--- src/uwc_pkg.sv ---
// Constants and types shared by the serial wire-mode and clock control block
package uwc_pkg;
    // Register byte offsets on the bus
    localparam logic [7:0] UWC_OFF_CTRL = 8'h00;
    localparam logic [7:0] UWC_OFF_STAT = 8'h04;
    localparam logic [7:0] UWC_OFF_DATA = 8'h08;
    localparam logic [7:0] UWC_OFF_PORT = 8'h0C;
    localparam logic [7:0] UWC_OFF_DIR = 8'h10;
    localparam logic [7:0] UWC_OFF_PIN = 8'h14;
    // Control register fields
    localparam int UWC_WM_LSB = 4;
    localparam int UWC_CS_LSB = 2;
    localparam int UWC_CLK_BIT = 1;
    localparam int UWC_TC_BIT = 0;
    // Status register fields
    localparam int UWC_SIF_BIT = 7;
    localparam int UWC_OIF_BIT = 6;
    localparam int UWC_CNT_LSB = 0;
    // Pin indices within the three-pin port
    localparam int UWC_PIN_DO = 0;
    localparam int UWC_PIN_DI = 1;
    localparam int UWC_PIN_CK = 2;
    // Values after reset
    localparam logic [1:0] UWC_WM_RST = 2'h0;
    localparam logic [1:0] UWC_CS_RST = 2'h0;
    localparam logic [7:0] UWC_SHIFT_RST = 8'h00;
    localparam logic [3:0] UWC_CNT_RST = 4'h0;
    localparam logic [3:0] UWC_CNT_MAX = 4'hF;
    localparam logic [2:0] UWC_PORT_RST = 3'h0;
    // Released pin level, so the edge detectors see no edge after reset
    localparam logic [2:0] UWC_PIN_IDLE = 3'h7;
    localparam logic [31:0] UWC_RDATA_RST = 32'h0000_0000;
    // Wire modes
    typedef enum logic [1:0] {
        UWC_WM_OFF = 2'h0,
        UWC_WM_THREE = 2'h1,
        UWC_WM_TWO = 2'h2,
        UWC_WM_TWO_HOLD = 2'h3
    } uwc_wire_mode_t;
endpackage

--- src/uwc_ctrl.sv ---
// Wire-mode pin control, clock source selection and Avalon-MM registers
//
// The address map and the Avalon-MM register port are this design's own decisions.
`timescale 1ns/1ps
`default_nettype none

// Notes on behaviour
// - Mode zero: serial outputs, hold, detector off.
// - Three-wire: shift output replaces port bit.
// - Three-wire: input and clock pins plain.
// - Two-wire: open-collector drivers gated by direction.
// - Data line low on shift or port zero.
// - Clock line low on port zero or hold.
// - Start condition holds clock until flag cleared.
// - Two-wire: data and clock line pull-ups off, inputs untouched.
// - Mode three: overflow also holds clock line.
// - Inputs work the same in every mode.
// - External clock: output on opposite edge.
// - Source zero: strobe bit is software clock.
// - Clock selection table for register and counter.
// - External source: strobe bit selects toggle counting.
// - Strobe shifts once, counts once, immediate output.
// - Toggle bit inverts clock pin port value.
// - Strobe bit reads as zero.
// - Toggle bit reads as zero.
// - Overflow flag set on wrap to zero.
// - Start flag cleared only by writing one.
module uwc_ctrl
(
    input wire logic ref_clk,
    input wire logic rst,
    input wire logic clk_en,
    input wire logic [7:0] avs_address,
    input wire logic avs_read,
    input wire logic avs_write,
    input wire logic [31:0] avs_writedata,
    input wire logic [3:0] avs_byteenable,
    output logic [31:0] avs_readdata,
    output logic avs_waitrequest,
    input wire logic timer_match,
    input wire logic [2:0] pin_in,
    output logic [2:0] pin_out,
    output logic [2:0] pin_oe,
    output logic [2:0] pin_pullup
);
    import uwc_pkg::*;

    logic [2:0] pin_s1_reg, pin_s1_next;
    logic [2:0] pin_s2_reg, pin_s2_next;
    logic [2:0] pin_d_reg, pin_d_next;
    uwc_wire_mode_t wm_reg, wm_next;
    logic [1:0] cs_reg, cs_next;
    logic clk_sel_reg, clk_sel_next;
    logic [7:0] shift_reg, shift_next;
    logic [3:0] cnt_reg, cnt_next;
    logic sif_reg, sif_next;
    logic oif_reg, oif_next;
    logic [2:0] port_reg, port_next;
    logic [2:0] dir_reg, dir_next;
    logic latch_reg, latch_next;
    logic wait_reg, wait_next;
    logic [31:0] rdata_reg, rdata_next;
    logic [2:0] out_reg, out_next;
    logic [2:0] oe_reg, oe_next;
    logic [2:0] pu_reg, pu_next;
    logic ck_rise, ck_fall, di_fall, ext_src, two_wire;
    logic shift_clk, cnt_clk, latch_upd, start_ev, hold;
    logic wr, wr_ctrl, wr_stat, strobe_w, toggle_w;

    // Synchroniser next values and pin edge detection
    always_comb
    begin
        // Two-flop synchronisers; edges seen on the second stage only
        pin_s1_next = pin_in;
        pin_s2_next = pin_s1_reg;
        pin_d_next = pin_s2_reg;
        ck_rise = pin_s2_reg[UWC_PIN_CK] & ~pin_d_reg[UWC_PIN_CK];
        ck_fall = ~pin_s2_reg[UWC_PIN_CK] & pin_d_reg[UWC_PIN_CK];
        di_fall = ~pin_s2_reg[UWC_PIN_DI] & pin_d_reg[UWC_PIN_DI];

    end

    // Bus access completes at the edge where waitrequest is low
    always_comb
    begin
        wr = avs_write & ~wait_reg & avs_byteenable[0];
        wr_ctrl = wr && (avs_address == UWC_OFF_CTRL);
        wr_stat = wr && (avs_address == UWC_OFF_STAT);
        strobe_w = wr_ctrl & avs_writedata[UWC_CLK_BIT];
        toggle_w = wr_ctrl & avs_writedata[UWC_TC_BIT];

        ext_src = cs_reg[1];
        two_wire = wm_reg[1];

        // Shift register clock selection
        if (ext_src)
        begin
            shift_clk = cs_reg[0] ? ck_fall : ck_rise;
        end
        else if (cs_reg[0])
        begin
            shift_clk = timer_match;
        end
        else
        begin
            shift_clk = strobe_w;
        end

        // Counter clock: external source counts both edges unless toggle strobe selected, otherwise follows the shift clock
        if (ext_src)
        begin
            cnt_clk = clk_sel_reg ? toggle_w : (ck_rise | ck_fall);
        end
        else
        begin
            cnt_clk = shift_clk;
        end

    end

    // Shifted-in bit is the one sampled a cycle earlier; a write wins
    always_comb
    begin
        shift_next = shift_reg;
        if (shift_clk)
        begin
            shift_next = {shift_reg[6:0], pin_d_reg[UWC_PIN_DI]};
        end
        if (wr && (avs_address == UWC_OFF_DATA))
        begin
            shift_next = avs_writedata[7:0];
        end

    end

    // Counter and overflow flag; a set beats a clear in the same cycle
    always_comb
    begin
        cnt_next = cnt_reg;
        oif_next = oif_reg;
        if (wr_stat)
        begin
            cnt_next = avs_writedata[UWC_CNT_LSB +: 4];
            if (avs_writedata[UWC_OIF_BIT])
            begin
                oif_next = 1'b0;
            end
        end
        else if (cnt_clk)
        begin
            cnt_next = cnt_reg + 4'h1;
        end
        if (cnt_clk && (cnt_reg == UWC_CNT_MAX))
        begin
            oif_next = 1'b1;
        end

    end

    // Start detector: idle when disabled, any clock edge in three-wire
    always_comb
    begin
        unique case (wm_reg)
            UWC_WM_OFF: start_ev = 1'b0;
            UWC_WM_THREE: start_ev = ck_rise | ck_fall;
            default: start_ev = di_fall & pin_s2_reg[UWC_PIN_CK] & pin_d_reg[UWC_PIN_CK];
        endcase
        sif_next = sif_reg;
        if (wr_stat && avs_writedata[UWC_SIF_BIT])
        begin
            sif_next = 1'b0;
        end
        if (start_ev)
        begin
            sif_next = 1'b1;
        end

    end

    // Output latch: opposite edge for external clocks, else transparent
    always_comb
    begin
        latch_upd = cs_reg[0] ? ck_rise : ck_fall;
        if (!ext_src || latch_upd)
        begin
            latch_next = shift_next[7];
        end
        else
        begin
            latch_next = latch_reg;
        end

    end

    // Control register; toggle acts only as a write pulse, strobe bit also kept as counter clock select
    always_comb
    begin
        wm_next = wm_reg;
        cs_next = cs_reg;
        clk_sel_next = clk_sel_reg;
        if (wr_ctrl)
        begin
            wm_next = uwc_wire_mode_t'(avs_writedata[UWC_WM_LSB +: 2]);
            cs_next = avs_writedata[UWC_CS_LSB +: 2];
            clk_sel_next = avs_writedata[UWC_CLK_BIT];
        end

    end

    // Port registers; toggle inverts clock bit whatever its direction
    always_comb
    begin
        port_next = port_reg;
        dir_next = dir_reg;
        if (wr && (avs_address == UWC_OFF_PORT))
        begin
            port_next = avs_writedata[2:0];
        end
        if (wr && (avs_address == UWC_OFF_DIR))
        begin
            dir_next = avs_writedata[2:0];
        end
        if (toggle_w)
        begin
            port_next[UWC_PIN_CK] = ~port_next[UWC_PIN_CK];
        end

    end

    // Clock hold from start condition, and from overflow in mode three
    always_comb
    begin
        hold = (two_wire & sif_next) |
               ((wm_reg == UWC_WM_TWO_HOLD) & oif_next);

        // Pin drivers default to plain port behaviour
        out_next = port_next;
        oe_next = dir_next;
        pu_next = ~dir_next & port_next;
        unique case (wm_reg)
            UWC_WM_OFF:
            begin
                out_next = port_next;
            end
            UWC_WM_THREE:
            begin
                out_next[UWC_PIN_DO] = latch_next;
            end
            default:
            begin
                // Open collector: drive only low, enable follows direction
                out_next[UWC_PIN_DI] = 1'b0;
                out_next[UWC_PIN_CK] = 1'b0;
                oe_next[UWC_PIN_DI] = dir_next[UWC_PIN_DI] &
                    (~latch_next | ~port_next[UWC_PIN_DI]);
                oe_next[UWC_PIN_CK] = dir_next[UWC_PIN_CK] &
                    (~port_next[UWC_PIN_CK] | hold);
                pu_next[UWC_PIN_DI] = 1'b0;
                pu_next[UWC_PIN_CK] = 1'b0;
            end
        endcase

    end

    // Read data is captured at the same edge where waitrequest drops
    always_comb
    begin
        wait_next = ~((avs_read | avs_write) & wait_reg);
        rdata_next = rdata_reg;
        if (avs_read && wait_reg)
        begin
            rdata_next = UWC_RDATA_RST;
            unique case (avs_address)
                UWC_OFF_CTRL:
                begin
                    // Strobe and toggle bits stay zero here
                    rdata_next[UWC_WM_LSB +: 2] = wm_reg;
                    rdata_next[UWC_CS_LSB +: 2] = cs_reg;
                end
                UWC_OFF_STAT:
                begin
                    rdata_next[UWC_SIF_BIT] = sif_reg;
                    rdata_next[UWC_OIF_BIT] = oif_reg;
                    rdata_next[UWC_CNT_LSB +: 4] = cnt_reg;
                end
                UWC_OFF_DATA: rdata_next[7:0] = shift_reg;
                UWC_OFF_PORT: rdata_next[2:0] = port_reg;
                UWC_OFF_DIR: rdata_next[2:0] = dir_reg;
                UWC_OFF_PIN: rdata_next[2:0] = pin_s2_reg;
                default: rdata_next = UWC_RDATA_RST;
            endcase
        end
    end

    // Pin synchronisers; reset to the released level to avoid a false edge
    always_ff @(posedge ref_clk)
    begin
        if (rst)
        begin
            pin_s1_reg <= UWC_PIN_IDLE;
            pin_s2_reg <= UWC_PIN_IDLE;
            pin_d_reg <= UWC_PIN_IDLE;
        end
        else if (clk_en)
        begin
            pin_s1_reg <= pin_s1_next;
            pin_s2_reg <= pin_s2_next;
            pin_d_reg <= pin_d_next;
        end
    end

    // Bus handshake registers; clock enable low freezes the bus too
    always_ff @(posedge ref_clk)
    begin
        if (rst)
        begin
            wait_reg <= 1'b1;
            rdata_reg <= UWC_RDATA_RST;
        end
        else if (clk_en)
        begin
            wait_reg <= wait_next;
            rdata_reg <= rdata_next;
        end
    end

    // Control and port registers
    always_ff @(posedge ref_clk)
    begin
        if (rst)
        begin
            wm_reg <= uwc_wire_mode_t'(UWC_WM_RST);
            cs_reg <= UWC_CS_RST;
            clk_sel_reg <= 1'b0;
            port_reg <= UWC_PORT_RST;
            dir_reg <= UWC_PORT_RST;
        end
        else if (clk_en)
        begin
            wm_reg <= wm_next;
            cs_reg <= cs_next;
            clk_sel_reg <= clk_sel_next;
            port_reg <= port_next;
            dir_reg <= dir_next;
        end
    end

    // Shift register, counter, flags and output latch
    always_ff @(posedge ref_clk)
    begin
        if (rst)
        begin
            shift_reg <= UWC_SHIFT_RST;
            cnt_reg <= UWC_CNT_RST;
            sif_reg <= 1'b0;
            oif_reg <= 1'b0;
            latch_reg <= 1'b0;
        end
        else if (clk_en)
        begin
            shift_reg <= shift_next;
            cnt_reg <= cnt_next;
            sif_reg <= sif_next;
            oif_reg <= oif_next;
            latch_reg <= latch_next;
        end
    end

    // Pin drivers; reset leaves every pin undriven and unpulled
    always_ff @(posedge ref_clk)
    begin
        if (rst)
        begin
            out_reg <= UWC_PORT_RST;
            oe_reg <= UWC_PORT_RST;
            pu_reg <= UWC_PORT_RST;
        end
        else if (clk_en)
        begin
            out_reg <= out_next;
            oe_reg <= oe_next;
            pu_reg <= pu_next;
        end
    end

    // Outputs straight from flip-flops
    assign avs_readdata = rdata_reg;
    assign avs_waitrequest = wait_reg;
    assign pin_out = out_reg;
    assign pin_oe = oe_reg;
    assign pin_pullup = pu_reg;
endmodule

`default_nettype wire

--- config.mk ---
export PLATFORM = sky130hd
export DESIGN_NAME = uwc_ctrl
export DESIGN_NICKNAME = d
export VERILOG_FILES = /design/src/uwc_pkg.sv /design/src/uwc_ctrl.sv
export SDC_FILE = /design/constraint.sdc
export NUM_CORES = 1
export LEC_CHECK = 0
export ABC_CLOCK_PERIOD_IN_PS = 4200
export BUFFER_PORTS_ARGS = -buffer_cell sky130_fd_sc_hd__buf_2
export CORE_MARGIN = 5
export CORE_UTILIZATION = 45
export CTS_BUF_LIST = sky130_fd_sc_hd__clkbuf_8
export DETAILED_ROUTE_END_ITERATION = 8
export GPL_TIMING_DRIVEN = 0
export PLACE_DENSITY = 0.72
export SLEW_MARGIN = 20
export SYNTH_ARGS = -nofsm -noshare
export SYNTH_HDL_FRONTEND = slang
export SYNTH_SLANG_ARGS = --single-unit
--- constraint.sdc ---
create_clock -name ref_clk -period 4.2 [get_ports ref_clk]
set_input_delay 0.21 -clock ref_clk [delete_from_list [all_inputs] [get_ports ref_clk]]
set_output_delay 0.21 -clock ref_clk [all_outputs]
set_load 0.01 [all_outputs]
==> impl_metrics.csv <==
group,metric,value,unit
status,status,"completed",
place,gp_congestion,0.944,
setup_path,cp-start-kind,"register",
global_route,grt_max_degree,16,
sta,tightest_slew,788,ps
cells_and_area,diodes,0,
power_and_ir_drop,total_power,0.00102,W
cells_and_area,fin_cells,492,
sta,post-route-period-util,0.488,
clocking,clk_pin_slew_worst_paths,90,ps
sta,timing.hold.ws,121,ps
logic_synthesis,yosys_warnings,0,
routing,maxUsedRoutingLayer,"met4",
logic_synthesis,syn_avg_cell_area,8.55,sq um
routing,ant_nets,0,
die,rows,29,
clocking,cts_num_sinks,51,
cells_and_area,final_cell_mix,"dfxtp_1 (51), buf_2 (47), buf_4 (31), nand2_1 (28), nor2_1 (26)",
clocking,cts_tree,"done",
global_route,grt_pass1_wl,13.2,mm
clocking,clk_latency,300,ps
power_and_ir_drop,p_leak,1.47,nW
place,dp_worst_setup_slack,2100,ps
sta,setup_tns,0,ps
worst_hold_path,hp-class,"input pin to register",
die,die_height,90.7,um
logic_synthesis,ys.flop_type,"dfxtp_1",
cells_and_area,drive_above_1_share,0.231,
clocking,h-tree-depth,2,
setup_path,crit_type,"register to register",
cells_and_area,nFillCells,582,
flow_run,maxCapViolCount,0,
sta,fmax,0.488,GHz
sta,slew_headroom,0.471,
clocking,cts_inserted_buffers,5,
logic_synthesis,ys_async_sr_fraction,0,
logic_synthesis,syn-instance-count,343,
cells_and_area,multi_input_area,0.00166,sq mm
logic_synthesis,synth_area,0.00293,sq mm
power_and_ir_drop,ir_drop,0.237,mV
setup_path,cp_cell_sequence,"inv_1 -> ha_1 -> mux2i_1 -> o21ai_0 -> o31ai_2 -> a221oi_1 -> nor2_1",
clocking,clock_path_buffers,2,
clocking,clockRootBuffer,"clkbuf_8",
sta,slew_viol_final,0,
logic_synthesis,seq_area_frac_synth,0.348,
place,hpwlAfterDp,6.23,mm
setup_path,worstPathMaxFanout,7,
die,pin_count,95,
cells_and_area,mostFrequentLayoutCell,"dfxtp_1",
cells_and_area,regArea,0.00102,sq mm
routing,drc,0,
power_and_ir_drop,p_per_area,296,mW/mm^2
sta,setup_viol_count_final,0,
routing,wl_met2,3.77,mm
global_route,track_usage,0.195,
die,die-area,0.00823,sq mm
global_route,grt_pass1_vias,2564,
routing,finalWirelength,8.27,mm
die,coreArea,0.00635,sq mm
setup_path,slowest_stage,"o31ai_2",
routing,firstDrtPassIters,5,
clocking,cts_hold_buf,0,
routing,vias,2898,
logic_synthesis,synth_top_area_cell,"dfxtp_1",
logic_synthesis,synth_cell_type_count,65,
clocking,cts_setup_buffers,0,
die,initial_core_util,0.462,
global_route,overflow,0,
setup_path,arrival,2290,ps
logic_synthesis,ys_top_cells_by_area,"dfxtp_1 (35%), buf_4 (7.9%), mux2i_1 (6.5%)",
sta,finClkSkew,5.25,ps
place,port_buffers,41,
setup_path,cp.required,4440,ps
routing,wl_per_cell,16.8,um
sta,hold_violations,0,
cells_and_area,syn2layout_area_growth,17.7,%
setup_path,worst_path_largest_cell_delay,600,ps
sta,setup_ws,2150,ps
die,die_width,90.7,um
logic_synthesis,synth_edf_count,0,
routing,wl_met3,807,um
logic_synthesis,synth_top_area_frac,0.348,
routing,drt-initial-drc-count,240,
routing,drt-met1-wl,3.48,mm
place,place_inst,484,
global_route,antenna_found_initial,0,
routing,vias_per_cell,5.89,
setup_path,cp-end-kind,"register",
logic_synthesis,ys_ff_latch,51,
clocking,cts_resized,0,
sta,rsz0062_at_grt,"no",
cells_and_area,nets,470,
sta,finalCriticalPeriod,2050,ps
==> worst max-delay path, delay by kind of cell (launching register included) <==
kind | cells | cell delay [ps]
flip-flops | 1 | 450
AND/OR/NAND/NOR | 1 | 130
multiplexers | 1 | 210
AO/OA/AOI/OAI | 3 | 910
buffers and inverters | 1 | 90
adder cells (fa/ha/maj) | 1 | 200
==> synthesized netlist by cell type, types with 2 or more instances <==
cell type and instances:
a22oi_1 5, nand2_1 28, o211ai_1 4, nand4b_1 2
a32oi_1 5, buf_1 4, inv_1 7, a221oi_1 7
o21ai_1 4, dfxtp_1 51, buf_2 6, nor2_1 26
nand2b_1 5, a31oi_1 3, nand3b_1 3, ha_1 3
a21oi_1 18, o21ai_0 15, o32ai_1 4, a211oi_1 4
clkbuf_1 9, and2_1 3, mux2i_1 19, o2111a_1 2
and4_1 3, nand4_1 6, buf_4 31, nor3_1 4
o21a_1 3, nor2b_1 2, nand3_1 17, o221a_1 2
a21oi_2 2, and3_1 5
==> cell type report <==
class / instances / area share
Clock buffer: 5 / 0.0199
Inverter: 7 / 0.00761
Timing Repair Buffer: 41 / 0.0594
Clock inverter: 3 / 0.0185
Multi-Input combinational cell: 258 / 0.481
Buffer: 50 / 0.0902
Sequential cell: 51 / 0.296
Tap cell: 77 / 0.0279
==> metal layers <==
| metal | vias up | GRT usage |
|---|---|---|
| li1 | 1376 | - |
| met1 | 1347 | 0.261 |
| met2 | 162 | 0.300 |
| met3 | 13 | 0.0542 |
| met4 | 0 | 0.0658 |
| met5 | - | 0 |
==> path summary, 6_finish.rpt <==
| check | start | endpoint | slack (ps) | cells past startpoint |
|---|---|---|---|---|
| worst max register to register | pin_d_next[2] | shift_reg[0] | 2150 | 7 |
| worst max-delay path | pin_d_next[2] | shift_reg[0] | 2150 | 7 |
| worst min-delay path | pin_in[1] | pin_s1_reg[1] | 120 | 3 |
| worst min register to register | pin_pullup[1] | pin_pullup[1] | 470 | 2 |
==> kinds of logic (layout without fill, tap and decap cells) <==
logic type,Yosys count,after routing,share of synthesized area
AND/OR/NAND/NOR,114,114,0.216
AO/OA/AOI/OAI,95,95,0.231
buffers and inverters,57,106,0.115
XOR/XNOR,1,1,0.00299
multiplexers,21,21,0.0725
adder cells (fa/ha/maj),3,3,0.0128
other,1,24,0.00128
flip-flops,51,51,0.348
==> where the power goes <==
group	switching, W	internal, W	total [W]
clock network	0.000164	0.000236	0.000400
registers	0.00000726	0.000494	0.000502
logic	0.0000725	0.0000485	0.000121
==> metrics by stage <==
| stage | utilization | instance area [sq um] |
|---|---|---|
| 5_1_grt | 0.544 | 3450 |
| 4_1_cts | 0.544 | 3450 |
| 3_5_place_dp | 0.523 | 3320 |
| 3_3_place_gp | 0.523 | 3320 |
| 6_report | 0.544 | 3450 |
| 2_1_floorplan | - | 3020 |
No activity file was read; power rests on OpenSTA's default activity.
